--- src/uart_status_pkg.sv ---
// constants and types shared by the serial port status flag logic
package uart_status_pkg;

  // bus geometry
  localparam int          ADDR_W = 32;
  localparam int          DATA_W = 32;

  // register byte addresses
  localparam logic [31:0] STATUS_ADDR   = 32'h5000_117C;
  localparam logic [31:0] DIVISOR_ADDR  = 32'h5000_11A0;
  localparam logic [31:0] CLK_MODE_ADDR = 32'h5000_11A4;

  // status register field positions
  localparam int          BUSY_BIT = 0;
  localparam int          TFNF_BIT = 1;
  localparam int          TFE_BIT  = 2;
  localparam int          RFNE_BIT = 3;
  localparam int          RFF_BIT  = 4;

  // fifo geometry
  localparam int          LEVEL_W    = 5;
  localparam logic [4:0]  FIFO_DEPTH = 5'h10;

  // reset values of the flags
  localparam logic        RFF_RESET  = 1'h0;
  localparam logic        RFNE_RESET = 1'h0;
  localparam logic        TFE_RESET  = 1'h1;
  localparam logic        TFNF_RESET = 1'h1;
  localparam logic        BUSY_RESET = 1'h0;

  // baud divisor and clock mode registers
  localparam int          DIV_W          = 16;
  localparam logic [15:0] DIV_RESET      = 16'h0001;
  localparam logic        CLK_MODE_RESET = 1'h0;

  // receive start-bit and frame timing, in 16x oversample ticks
  localparam int          CNT_W       = 8;
  localparam logic [7:0]  MID_TICKS   = 8'h08;
  localparam logic [7:0]  FRAME_TICKS = 8'h98;

  // emulated slow serial clock and busy synchroniser depth
  localparam logic [3:0]  SLOW_DIV         = 4'h4;
  localparam logic [2:0]  SYNC_SLOW_CYCLES = 3'h3;

  // activity inputs from the serial engine and fifos
  typedef struct packed {
    logic [4:0] tx_level;
    logic [4:0] rx_level;
    logic       tx_shifting;
    logic       rx_line;
  } engine_type;

  // flag set as seen by software
  typedef struct packed {
    logic rx_fifo_full_flag;
    logic rx_fifo_not_empty_flag;
    logic tx_fifo_empty_flag;
    logic tx_fifo_not_full_flag;
    logic busy_flag;
  } status_type;

  typedef enum logic [1:0] {
    RX_IDLE,
    RX_START_CHECK,
    RX_FRAME
  } rx_state_type;

endpackage

--- src/uart_fifo_status_flags.sv ---
// status flags of the serial port with their register access port
//
// What this block does
// bit 4 high while receive fifo full
// bit 3 high while receive fifo nonempty
// bit 2 high while transmit fifo empty
// bit 1 high while transmit fifo has room
// bit 0 high during serial transfer
// start bit valid only at mid-period
// busy assertion delayed in slow-clock mode
// fifo depth sixteen sets full condition
// writes ignored, reserved bits read zero
//
// Design decision made here: the plain strobed port.
`timescale 1ns/1ps

module uart_fifo_status_flags (
  input  wire logic                       clk,
  input  wire logic                       srst,
  input  wire logic [31:0]                addr,
  input  wire logic [31:0]                wdata,
  input  wire logic                       wr_en,
  input  wire logic                       rd_en,
  output logic      [31:0]                rdata,
  input  wire uart_status_pkg::engine_type engine,
  output uart_status_pkg::status_type     status
);

  // fifo holds its full depth of entries
  function automatic logic level_full(input logic [4:0] lvl);
    level_full = (lvl >= uart_status_pkg::FIFO_DEPTH);
  endfunction

  // fifo holds no entry at all
  function automatic logic level_empty(input logic [4:0] lvl);
    level_empty = (lvl == 5'h00);
  endfunction

  // register state
  logic [15:0]  div_reg;
  logic [15:0]  div_next;
  logic         clk_mode_reg;
  logic         clk_mode_next;
  logic [31:0]  rdata_reg;
  logic [31:0]  rdata_next;

  // baud tick and receive start detector state
  logic [15:0]  baud_cnt_reg;
  logic [15:0]  baud_cnt_next;
  logic         baud_tick;
  uart_status_pkg::rx_state_type rx_state_reg;
  uart_status_pkg::rx_state_type rx_state_next;
  logic [7:0]   rx_cnt_reg;
  logic [7:0]   rx_cnt_next;

  // slow clock emulation and busy synchroniser state
  logic [3:0]   slow_cnt_reg;
  logic [3:0]   slow_cnt_next;
  logic         slow_tick;
  logic [2:0]   sync_cnt_reg;
  logic [2:0]   sync_cnt_next;
  logic         busy_raw;

  // flag state
  uart_status_pkg::status_type status_reg;
  uart_status_pkg::status_type status_next;

  // register writes and registered read data; status is read-only
  always_comb begin
    div_next      = div_reg;
    clk_mode_next = clk_mode_reg;
    rdata_next    = 32'h0000_0000;
    if (wr_en) begin
      if (addr == uart_status_pkg::DIVISOR_ADDR) begin
        div_next = wdata[15:0];
      end
      if (addr == uart_status_pkg::CLK_MODE_ADDR) begin
        clk_mode_next = wdata[0];
      end
    end
    if (rd_en) begin
      unique case (addr)
        uart_status_pkg::STATUS_ADDR: begin
          rdata_next[uart_status_pkg::RFF_BIT]  =
            status_reg.rx_fifo_full_flag;
          rdata_next[uart_status_pkg::RFNE_BIT] =
            status_reg.rx_fifo_not_empty_flag;
          rdata_next[uart_status_pkg::TFE_BIT]  =
            status_reg.tx_fifo_empty_flag;
          rdata_next[uart_status_pkg::TFNF_BIT] =
            status_reg.tx_fifo_not_full_flag;
          rdata_next[uart_status_pkg::BUSY_BIT] =
            status_reg.busy_flag; // upper bits stay zero
        end
        uart_status_pkg::DIVISOR_ADDR: begin
          rdata_next[15:0] = div_reg;
        end
        uart_status_pkg::CLK_MODE_ADDR: begin
          rdata_next[0] = clk_mode_reg;
        end
        default: begin
          rdata_next = 32'h0000_0000; // unmapped reads as zero
        end
      endcase
    end
  end

  always_ff @(posedge clk) begin
    if (srst) begin
      div_reg      <= uart_status_pkg::DIV_RESET;
      clk_mode_reg <= uart_status_pkg::CLK_MODE_RESET;
      rdata_reg    <= 32'h0000_0000;
    end else begin
      div_reg      <= div_next;
      clk_mode_reg <= clk_mode_next;
      rdata_reg    <= rdata_next;
    end
  end

  // 16x oversample tick; a zero divisor behaves as one
  always_comb begin
    baud_tick     = (baud_cnt_reg + 16'h0001 >= div_reg);
    baud_cnt_next = baud_tick ? 16'h0000 : baud_cnt_reg + 16'h0001;
  end

  // start bit is only trusted once the line stays low to mid-bit,
  // so busy can read 0 during the first half of a start bit
  always_comb begin
    rx_state_next = rx_state_reg;
    rx_cnt_next   = rx_cnt_reg;
    unique case (rx_state_reg)
      uart_status_pkg::RX_IDLE: begin
        if (!engine.rx_line) begin
          rx_state_next = uart_status_pkg::RX_START_CHECK;
          rx_cnt_next   = 8'h00;
        end
      end
      uart_status_pkg::RX_START_CHECK: begin
        if (baud_tick) begin
          if (engine.rx_line) begin
            rx_state_next = uart_status_pkg::RX_IDLE; // glitch
          end else if (rx_cnt_reg + 8'h01 >=
                       uart_status_pkg::MID_TICKS) begin
            rx_state_next = uart_status_pkg::RX_FRAME;
            rx_cnt_next   = 8'h00;
          end else begin
            rx_cnt_next = rx_cnt_reg + 8'h01;
          end
        end
      end
      uart_status_pkg::RX_FRAME: begin
        if (baud_tick) begin
          if (rx_cnt_reg + 8'h01 >= uart_status_pkg::FRAME_TICKS) begin
            rx_state_next = uart_status_pkg::RX_IDLE;
            rx_cnt_next   = 8'h00;
          end else begin
            rx_cnt_next = rx_cnt_reg + 8'h01;
          end
        end
      end
      // an illegal state code falls back to waiting for a start edge
      default: begin
        rx_state_next = uart_status_pkg::RX_IDLE;
        rx_cnt_next   = 8'h00;
      end
    endcase
  end

  always_ff @(posedge clk) begin
    if (srst) begin
      baud_cnt_reg <= 16'h0000;
      rx_state_reg <= uart_status_pkg::RX_IDLE;
      rx_cnt_reg   <= 8'h00;
    end else begin
      baud_cnt_reg <= baud_cnt_next;
      rx_state_reg <= rx_state_next;
      rx_cnt_reg   <= rx_cnt_next;
    end
  end

  // busy source: data held in either fifo, a shift out, or a
  // receive frame past its validated start bit
  always_comb begin
    busy_raw = engine.tx_shifting
             | (rx_state_reg == uart_status_pkg::RX_FRAME)
             | !level_empty(engine.tx_level)
             | !level_empty(engine.rx_level);
  end

  // slow-clock emulation: assertion waits a few slow ticks,
  // release is immediate so software never sees a stale busy
  always_comb begin
    slow_tick     = (slow_cnt_reg + 4'h1 >= uart_status_pkg::SLOW_DIV);
    slow_cnt_next = slow_tick ? 4'h0 : slow_cnt_reg + 4'h1;
    sync_cnt_next = sync_cnt_reg;
    if (!busy_raw) begin
      sync_cnt_next = 3'h0;
    end else if (slow_tick &&
                 sync_cnt_reg < uart_status_pkg::SYNC_SLOW_CYCLES) begin
      sync_cnt_next = sync_cnt_reg + 3'h1;
    end
  end

  always_ff @(posedge clk) begin
    if (srst) begin
      slow_cnt_reg <= 4'h0;
      sync_cnt_reg <= 3'h0;
    end else begin
      slow_cnt_reg <= slow_cnt_next;
      sync_cnt_reg <= sync_cnt_next;
    end
  end

  // flags follow fifo levels one cycle later
  always_comb begin
    status_next.rx_fifo_full_flag      =
      level_full(engine.rx_level);
    status_next.rx_fifo_not_empty_flag =
      !level_empty(engine.rx_level);
    status_next.tx_fifo_empty_flag     =
      level_empty(engine.tx_level);
    status_next.tx_fifo_not_full_flag  =
      !level_full(engine.tx_level);
    if (clk_mode_reg) begin
      status_next.busy_flag = busy_raw &&
        (sync_cnt_reg >= uart_status_pkg::SYNC_SLOW_CYCLES);
    end else begin
      status_next.busy_flag = busy_raw;
    end
  end

  always_ff @(posedge clk) begin
    if (srst) begin
      status_reg.rx_fifo_full_flag      <= uart_status_pkg::RFF_RESET;
      status_reg.rx_fifo_not_empty_flag <= uart_status_pkg::RFNE_RESET;
      status_reg.tx_fifo_empty_flag     <= uart_status_pkg::TFE_RESET;
      status_reg.tx_fifo_not_full_flag  <= uart_status_pkg::TFNF_RESET;
      status_reg.busy_flag              <= uart_status_pkg::BUSY_RESET;
    end else begin
      status_reg <= status_next;
    end
  end

  // outputs straight from flip-flops
  assign rdata  = rdata_reg;
  assign status = status_reg;

endmodule

--- config.mk ---
export PLATFORM = sky130hd
export DESIGN_NAME = uart_fifo_status_flags
export DESIGN_NICKNAME = d
export VERILOG_FILES = /design/src/uart_status_pkg.sv /design/src/uart_fifo_status_flags.sv
export SDC_FILE = /design/constraint.sdc
export NUM_CORES = 1
export LEC_CHECK = 0
export BUFFER_PORTS_ARGS = -buffer_cell sky130_fd_sc_hd__buf_2
export CAP_MARGIN = 20
export CELL_PAD_IN_SITES_DETAIL_PLACEMENT = 1
export CELL_PAD_IN_SITES_GLOBAL_PLACEMENT = 2
export CORE_MARGIN = 2
export CORE_UTILIZATION = 30
export DETAILED_ROUTE_END_ITERATION = 12
export HOLD_SLACK_MARGIN = 0.08
export PLACE_DENSITY_LB_ADDON = 0.3
export SLEW_MARGIN = 5
export SYNTH_ARGS = -nofsm -noshare
export SYNTH_HDL_FRONTEND = slang
export SYNTH_SLANG_ARGS = --single-unit
--- constraint.sdc ---
create_clock -name clk -period 4 [get_ports clk]
set_input_delay 1 -clock clk [delete_from_list [all_inputs] [get_ports clk]]
set_output_delay 1 -clock clk [all_outputs]
set_load 0.02 [all_outputs]
## Yosys cells after proc, flatten, opt, wreduce, memory -nomap -nowiden

Cells that the tools add are included.

- Register bits after elaboration: 87
- Output and inout port bits: 37
- Logic and storage cells: 78

- $add $sub $neg: 4
- Magnitude comparators: 8
- Equal/unequal tests: 11
- Muxes and demuxes: 17
- Bitwise gates (word level): 6
- Reduce and logical (&&, ||, !) cells: 17

Operator list:

| cell | number |
|---|---|
| == test 32 x 31 -> 1 bit, second input constant | 3 |
| two-way mux 8 bit | 6 |
| one-hot mux 8 bit (3 select lines) | 1 |
| adder 16 x 1 -> 16 bit, second input constant | 1 |
| greater-or-equal comparator 16 bit | 1 |
| two-way mux 2 bit | 6 |
| greater-or-equal comparator 5 bit, second input constant | 2 |
| logical NOT 5 bit | 2 |
| inequality test 2 bit, second input constant | 5 |
| adder 8 x 1 -> 8 bit, second input constant | 1 |
| greater-or-equal comparator 8 x 4 -> 1 bit, second input constant | 1 |
| greater-or-equal comparator 8 bit, second input constant | 1 |
| one-hot mux 4 bit (2 select lines) | 1 |
| OR reduction 2 bit | 4 |
| one-hot mux 2 bit (3 select lines) | 1 |
| AND reduction 5 bit | 1 |
| adder 4 x 1 -> 4 bit, second input constant | 1 |
| greater-or-equal comparator 4 x 3 -> 1 bit, second input constant | 1 |
| AND reduction 2 bit | 2 |
| AND reduction 4 bit | 1 |
| adder 3 x 1 -> 3 bit, second input constant | 1 |
| greater-or-equal comparator 3 x 2 -> 1 bit, second input constant | 1 |
| logical NOT 1 bit | 3 |
| less-than comparator 3 x 2 -> 1 bit, second input constant | 1 |
| 10 further kinds | 15 |

## Depth between registers and ports, before layout

Gate-level depths: netlist of run 1.

- Depth in word-level cells: 6
- Depth in mapped cells: 13

## Least setup slack after synthesis of run 1

No wires, ideal clock.

- Path type: flip-flop to flip-flop
- Start point: register baud_cnt_reg[2]
- End point: register baud_cnt_reg[10]
- Arrival time: 2.641 ns
- Required time: 3.872 ns
- Setup slack: 1.231 ns
- Stages on the path, launching flop included: 14
- Buffers on the path: 1
- Clock period less this slack: 2.769 ns
- Cell sequence: dfxtp_1 > and3_1 > and3_1 > nand4_1 > nor2_1 > xnor2_1 > ha_1 > nand2_1 > o21ai_1 > a41oi_1 > o31ai_1 > nand2b_1 > clkbuf_1 > nor2b_1

- Cells in the longest elaborated chain, start to end: 3

Ends and longest elaborated chain:

| element | line | source |
|---|---|---|
| start, declared | uart_fifo_status_flags.sv:48 | `logic [15:0] baud_cnt_reg;` |
| start signal, assigned | uart_fifo_status_flags.sv:175 | `baud_cnt_reg <= baud_cnt_next;` |
| adder 16 x 1 -> 16 bit * | uart_fifo_status_flags.sv:122, uart_fifo_status_flags.sv:123 |  |
| greater-or-equal comparator 16 bit | uart_fifo_status_flags.sv:122 | `baud_tick = (baud_cnt_reg + 16'h0001 >= div_reg);` |
| OR reduction 2 bit (no source line) | -- |  |

Every way passes the cells marked *; elsewhere a longest branch is shown, timed or not.
A chain may end at the register's enable or synchronous reset.

## Final worst setup path of run 1

- Start point: register baud_cnt_reg[2]
- End point: register rx_cnt_reg[4]

- Cells in the longest elaborated chain, start to end: 4
- Elaborated cells between the ends (all ways): 5

Ends and longest elaborated chain:

| element | line | source |
|---|---|---|
| adder 16 x 1 -> 16 bit * | uart_fifo_status_flags.sv:122 |  |
| greater-or-equal comparator 16 bit * | uart_fifo_status_flags.sv:122 |  |
| inequality test 2 bit (no source line) | -- |  |
| AND reduction 4 bit (no source line) * | -- |  |
| end signal, assigned | uart_fifo_status_flags.sv:177 | `rx_cnt_reg <= rx_cnt_next;` |
| end, declared | uart_fifo_status_flags.sv:53 | `logic [7:0] rx_cnt_reg;` |

Marks and branches as above.

==> results.yml, run 1 <==
floorplanning:
  rows: 40
  die_w_um: 114.3
  core_region_area_um2: 11960
  initial_core_util_pct: 30.51
  ioPinCount: 117
  die_area_um2: 13060
  die_y_um: 114.3
flow_run:
  cap_viol_max_count: 0
synth:
  yosysTopAreaCell: "dfxtp_1"
  synthTopCellsByArea: "dfxtp_1 (39%), ha_1 (8.6%), mux2i_1 (5.5%)"
  yosys.area_share.xor_xnor_pct: 4.559
  synthArstFlopShare_pct: 0
  ys_warn_count: 0
  synth_edf_count: 0
  seq_area_frac_synth_pct: 38.94
  synth_flop_cell: "dfxtp_1"
  syn-cell-area_um2: 3650
  synth_cell_type_count: 58
  yosysTopAreaCellShare_pct: 38.94
  synth_top_family_by_area: "simple AND/OR/NAND/NOR gates"
  synth_compound_area_share_pct: 10.39
  synth.area.mux_share_pct: 5.794
  synth_adder_area_share_pct: 8.570
  synthSimpleGateAreaFrac_pct: 23.28
  synth-seq-cells: 71
  syn-mean-instance-area_um2: 9.170
  yosysMostFrequentCell: "dfxtp_1"
  syn_inst: 398
  synthTopCellsByCount: "dfxtp_1 (71), nor2_1 (40), inv_1 (29), ha_1 (25), mux2i_1 (20)"
cts:
  cts_setup_buffers: 0
  cts_tree: "yes"
  cts_buffers: 9
  clk_path_buf_depth: 2
  root_buffer: "clkbuf_16"
  cts_hold_buf: 0
  clock_latency_ns: 0.33
  h-tree-depth: 3
  clkSinkCount: 71
  cts_resized: 0
  cts.reportedPaths.clkPinSlew_ns: 0.06
global_route:
  grt-ovfl-total: 0
  grt_max_degree: 30
  grt_pass1_vias: 3193
  grt_antenna_before_repair: 0
  grt_pass1_wl_um: 15550
  grtUsageTotal_pct: 15.16
timing:
  setup_ws_ns: 0.5427
  setup_violations: 0
  min_period_ns: 3.457
  worstMarginPinSlew_ns: 0.6684
  finalMaxSlewViolations: 0
  min_period_over_period_pct: 86.43
  hold_slack_ns: 0.4656
  hold_viol_final: 0
  grt_setup_unrepaired: "false"
  maxSlewHeadroom_pct: 55.44
  finClkSkew_ns: 0.008196
  setup_tns_ns: 0
  fmax_mhz: 289.2
worst_hold_path:
  whs_path_depth: 1
  min_path_type: "reg2reg"
critical_path:
  cp_num_buf_inv: 0
  cp.depth: 13
  cp_slowest_cell: "o31ai_1"
  reg2regPathDepth: 13
  cp.arrival_ns: 3.68
  worst_ep_required_time_ns: 4.22
  critPathMaxStageDelay_ns: 0.48
  critPathCaptureType: "flop"
  worstSetupPathType: "reg2reg"
  start_kind: "flop"
  crit_chain: "and3_1 > and3_1 > nand4_1 > nor2_1 > xnor2_1 > ha_1 > nand2_1 > o21ai_1 > a41oi_1 > o31ai_1 > o21a_1 > nor2_1 > a211o_1"
  cp_top_family: "compound AO/OA/AOI/OAI gates"
  worstPathMaxFanout: 6
placed_design:
  dpl.hpwl_um: 7133
  dpl_cell_area_um2: 4155
  globalplace.congestion: 0.7590
  pre_cts_ws_ns: 0.5612
  io_buffers: 84
  placed_cells: 623
status:
  outcome: "completed"
finish:
  areaGrowthSynthToFinish_pct: 21.43
  fin_cells: 639
  fin_area_um2: 4432
  nets: 592
  drive_above_1_share_pct: 22.76
  diodes: 0
routing:
  drt_iter0_drc: 93
  vias: 3021
  drcViolationCount: 0
  ant_nets: 0
  wl_per_cell_um: 14.55
  vias_per_cell: 4.728
  finalWirelength_um: 9298
  drtPass1Iterations: 4
power_and_ir_drop:
  power.density_nw_per_um2: 384.3
  vdd_drop_max_uv: 169.9
  p_leak_nw: 1.901
[final cells by class]
class / count / area, um2
Tap cell: 147 / 183.9
Clock inverter: 5 / 33.78
Clock buffer: 11 / 242.7
Multi-Input combinational cell: 287 / 1987
Timing Repair Buffer: 88 / 450.4
Sequential cell: 71 / 1421
Inverter: 30 / 112.6
Fill cell: 1425 / 7530
[through the flow]
step / total power [mW] / util, %
final: 1.703 / 37.05
after global routing: 1.797 / 37.05
after CTS: 1.733 / 37.05
after detailed placement: 0.9810 / 34.74
after global placement: 0.9720 / 34.74
after floorplan: 0.9144 / -
[per-layer routing]
layer,GRT usage [%],up-vias,routed length [um]
met1,18.48,1429,4311
met3,4.553,11,353
met2,25.56,44,4485
met4,5.041,0,148
met5,0,-,0
li1,-,1537,-
[layout by cell type, fill, tap and decap left out, types with 7 or more instances in the layout]
cell,n
a21oi_1,11
and2_1,14
buf_2,84
clkbuf_16,9
conb_1,18
dfxtp_1,71
ha_1,25
inv_1,29
mux2i_1,20
nand2_1,14
nand3_1,16
nand4_1,9
nor2_1,40
nor2b_1,17
nor3_1,8
nor4b_1,7
xnor2_1,11
xor2_1,8
[path summary, 6_finish.rpt]
kind / start / end / slack, ns
setup / recovery: baud_cnt_reg[2] / rx_cnt_reg[4] / 0.54
hold / removal: slow_cnt_reg[0] / slow_cnt_reg[0] / 0.47
setup reg to reg: baud_cnt_reg[2] / rx_cnt_reg[4] / 0.54
hold reg to reg: slow_cnt_reg[0] / slow_cnt_reg[0] / 0.47
[logic make-up after synthesis]
kind of cell,count (synthesis)
AOI/OAI and AO/OA,52
and+or+nand+nor,152
DFF,71
xor gates and xnor gates,19
muxes,21
buffers and inverters,57
adders and majority gates,25
other,1
[report_power, final]
| group | total [mW] | leakage, nW | switching, mW | internal, mW |
|---|---|---|---|---|
| logic | 0.212 | 1.19 | 0.124 | 0.0882 |
| registers | 0.750 | 0.575 | 0.0196 | 0.731 |
| clock network | 0.741 | 0.132 | 0.306 | 0.435 |
| total | 1.70 | 1.90 | 0.449 | 1.25 |
No activity file was read; power rests on OpenSTA's default activity.
==> inputs of run 2 (changes only) <==
--- a/config.mk
+++ b/config.mk
@@ -10,7 +10,7 @@
 export CELL_PAD_IN_SITES_DETAIL_PLACEMENT = 1
 export CELL_PAD_IN_SITES_GLOBAL_PLACEMENT = 2
 export CORE_MARGIN = 2
-export CORE_UTILIZATION = 30
+export CORE_UTILIZATION = 27
 export DETAILED_ROUTE_END_ITERATION = 12
 export HOLD_SLACK_MARGIN = 0.08
 export PLACE_DENSITY_LB_ADDON = 0.3
==> constraint.sdc (replaced) <==
create_clock -name clk -period 2.93 [get_ports clk]
set_input_delay 0.7325 -clock clk [delete_from_list [all_inputs] [get_ports clk]]
set_output_delay 0.7325 -clock clk [all_outputs]
set_load 0.02 [all_outputs]
==> results.yml, run 2 (synthesis results as in run 1) <==
status:
  outcome: "complete, but fails checks"
  failed_checks: "setup timing"
critical_path:
  worst_ep_required_time_ns: 3.21
  start_kind: "flop"
  cp_common_cell: "buf_4"
  rr_startpoint: "baud_cnt_reg[4]"
  critPathCaptureType: "flop"
  critPathMaxStageDelay_ns: 0.39
  cp_slowest_cell: "or3_1"
  r2r_end: "rx_cnt_reg[7]"
  crit_chain: "and3_4 > and3_4 > nand4_1 > nor2_1 > xor2_1 > ha_1 > buf_4 > buf_4 > a41oi_2 > o31ai_4 > buf_4 > o21ai_4 > or3_1 > a21oi_2"
  worst-r2r-setup-slack_ns: -0.14
  worstSetupPathType: "reg2reg"
  reg2regPathDepth: 14
  cp.arrival_ns: 3.35
  worstPathMaxFanout: 6
worst_hold_path:
  min_from: "status[4]"
  hold-path-endpoint: "rdata[4]"
  min_path_type: "reg2reg"
  whs_path_depth: 1
timing:
  finClkSkew_ns: 0.006449
  hold_viol_final: 0
  min_period_over_period_pct: 104.9
  setup_violations: 10
  setup_ws_ns: -0.1433
  finalMaxSlewViolations: 0
  min_period_ns: 3.073
  grt_setup_unrepaired: "true"
  fmax_mhz: 325.4
power_and_ir_drop:
  vdd_drop_max_uv: 375.4
  p_leak_nw: 2.091
  total_power_mw: 2.553
  power.density_nw_per_um2: 524.2
cts:
  clk_path_buf_depth: 2
  h-tree-depth: 3
  cts.reportedPaths.clkPinSlew_ns: 0.06
  clkSinkCount: 71
  clock_latency_ns: 0.34
  cts_tree: "yes"
  cts_hold_buf: 0
  root_buffer: "clkbuf_16"
  cts_buffers: 9
routing:
  drcViolationCount: 0
  vias: 3156
  ant_nets: 0
  finalWirelength_um: 9998
  vias_per_cell: 4.548
  wl_per_cell_um: 14.41
  drtPass1Iterations: 4
  drt_iter0_drc: 74
placed_design:
  placed_cells: 667
  dpl.hpwl_um: 7591
  io_buffers: 84
  globalplace.congestion: 0.7854
finish:
  final_common_cell: "buf_2"
  areaGrowthSynthToFinish_pct: 33.46
  diodes: 0
  final_cell_mix: "buf_2 (84), dfxtp_1 (68), nor2_1 (38)"
  drive_above_1_share_pct: 31.08
  finish.utilization_pct: 36.78
  nets: 618
  fin_cells: 694
floorplanning:
  rows: 42
  initial_core_util_pct: 27.56
  die_y_um: 120.3
  ioPinCount: 117
  die_area_um2: 14460
  die_w_um: 120.3
  core_region_area_um2: 13240
global_route:
  grt-ovfl-total: 0
  grt_antenna_before_repair: 0
  grt_max_degree: 28
  grtUsageTotal_pct: 14.79
  grt_pass1_wl_um: 16730
  grt_pass1_vias: 3429
flow_run:
  cap_viol_max_count: 0
run 2: cell types whose count changed in the layout (fill, tap and decap cells not counted), moves of 2 or more:
| cell | previous run | this run |
|---|---|---|
| clkinv_2 | 2 | 0 |
| and3_1 | 6 | 4 |
| dfxtp_2 | 0 | 3 |
| nor2_1 | 40 | 38 |
| buf_4 | 4 | 28 |
| o21ai_1 | 2 | 0 |
| buf_12 | 0 | 2 |
| and3_4 | 0 | 2 |
| bufinv_16 | 0 | 2 |
| a21oi_1 | 11 | 8 |
| a21oi_2 | 0 | 2 |
| dfxtp_1 | 71 | 68 |
run 2: how the worst max path moves through the flow:
stage                                from                to  depth (start not counted)
after global routing      baud_cnt_reg[4]   rx_state_reg[0]                         14
after CTS                 baud_cnt_reg[4]   rx_state_reg[0]                         14
after detailed placement  baud_cnt_reg[4]     rx_cnt_reg[6]                         13
final                     baud_cnt_reg[4]     rx_cnt_reg[7]                         14
after global placement    baud_cnt_reg[4]   rx_state_reg[0]                         14
after floorplan           baud_cnt_reg[2]  baud_cnt_reg[10]                         13
run 2: report_power, final:
| group | total [mW] | switching [mW] | leakage [nW] | internal [mW] |
|---|---|---|---|---|
| registers | 1.02 | 0.0265 | 0.577 | 0.997 |
| logic | 0.326 | 0.189 | 1.36 | 0.137 |
| clock network | 1.20 | 0.431 | 0.155 | 0.772 |
run 2: layout make-up:
cell class / count / area, um2
timing repair buffer: 114 / 670.6
clock inverter: 6 / 92.59
sequential: 71 / 1425
clock buffer: 10 / 239.0
fill: 1571 / 8372
tap: 176 / 220.2
inverter: 30 / 112.6
multi-input combinational: 287 / 2111
run 2: per-stage QoR:
| stage | setup slack [ns] | cell area [um2] | hold WS (ns) | setup TNS (ns) |
|---|---|---|---|---|
| 3_5_place_dp | -0.5001 | 4329 | 0.4570 | -7.036 |
| 6_report | -0.1433 | 4871 | 0.4703 | -0.9437 |
| 5_1_grt | -0.3967 | 4871 | 0.5029 | -4.244 |
| 3_3_place_gp | -0.3078 | 4329 | 0.4473 | -2.449 |
| 4_1_cts | -0.1421 | 4820 | 0.4710 | -0.9155 |
| 2_1_floorplan | 0.1609 | 3714 | 0.4327 | 0 |
run 2: routing by layer:
metal | vias up | track usage, % | share of wire [%]
met5 | - | 0 | 0
met4 | 0 | 5.160 | 2.1
met3 | 15 | 5.094 | 3.3
met2 | 42 | 25.85 | 51
met1 | 1514 | 16.74 | 44
li1 | 1585 | - | -
run 2: repair_timing:
| item | in CTS | in global routing |
|---|---|---|
| pin swaps | 27 | 8 |
| endpoints found under the setup margin | 26 | 26 |
| setup buffers | 8 | 3 |
| gates resized for setup | 22 | 4 |
| endpoints found under the hold margin | 0 | 0 |
run 2: critical path, delay by kind of cell, from the launching register on:
kind / cells / cell delay (ns)
adders and majority gates: 1 / 0.33
xor gates and xnor gates: 1 / 0.12
AOI/OAI and AO/OA: 4 / 0.70
and+or+nand+nor: 5 / 1.14
DFF: 1 / 0.33
buffers and inverters: 3 / 0.38
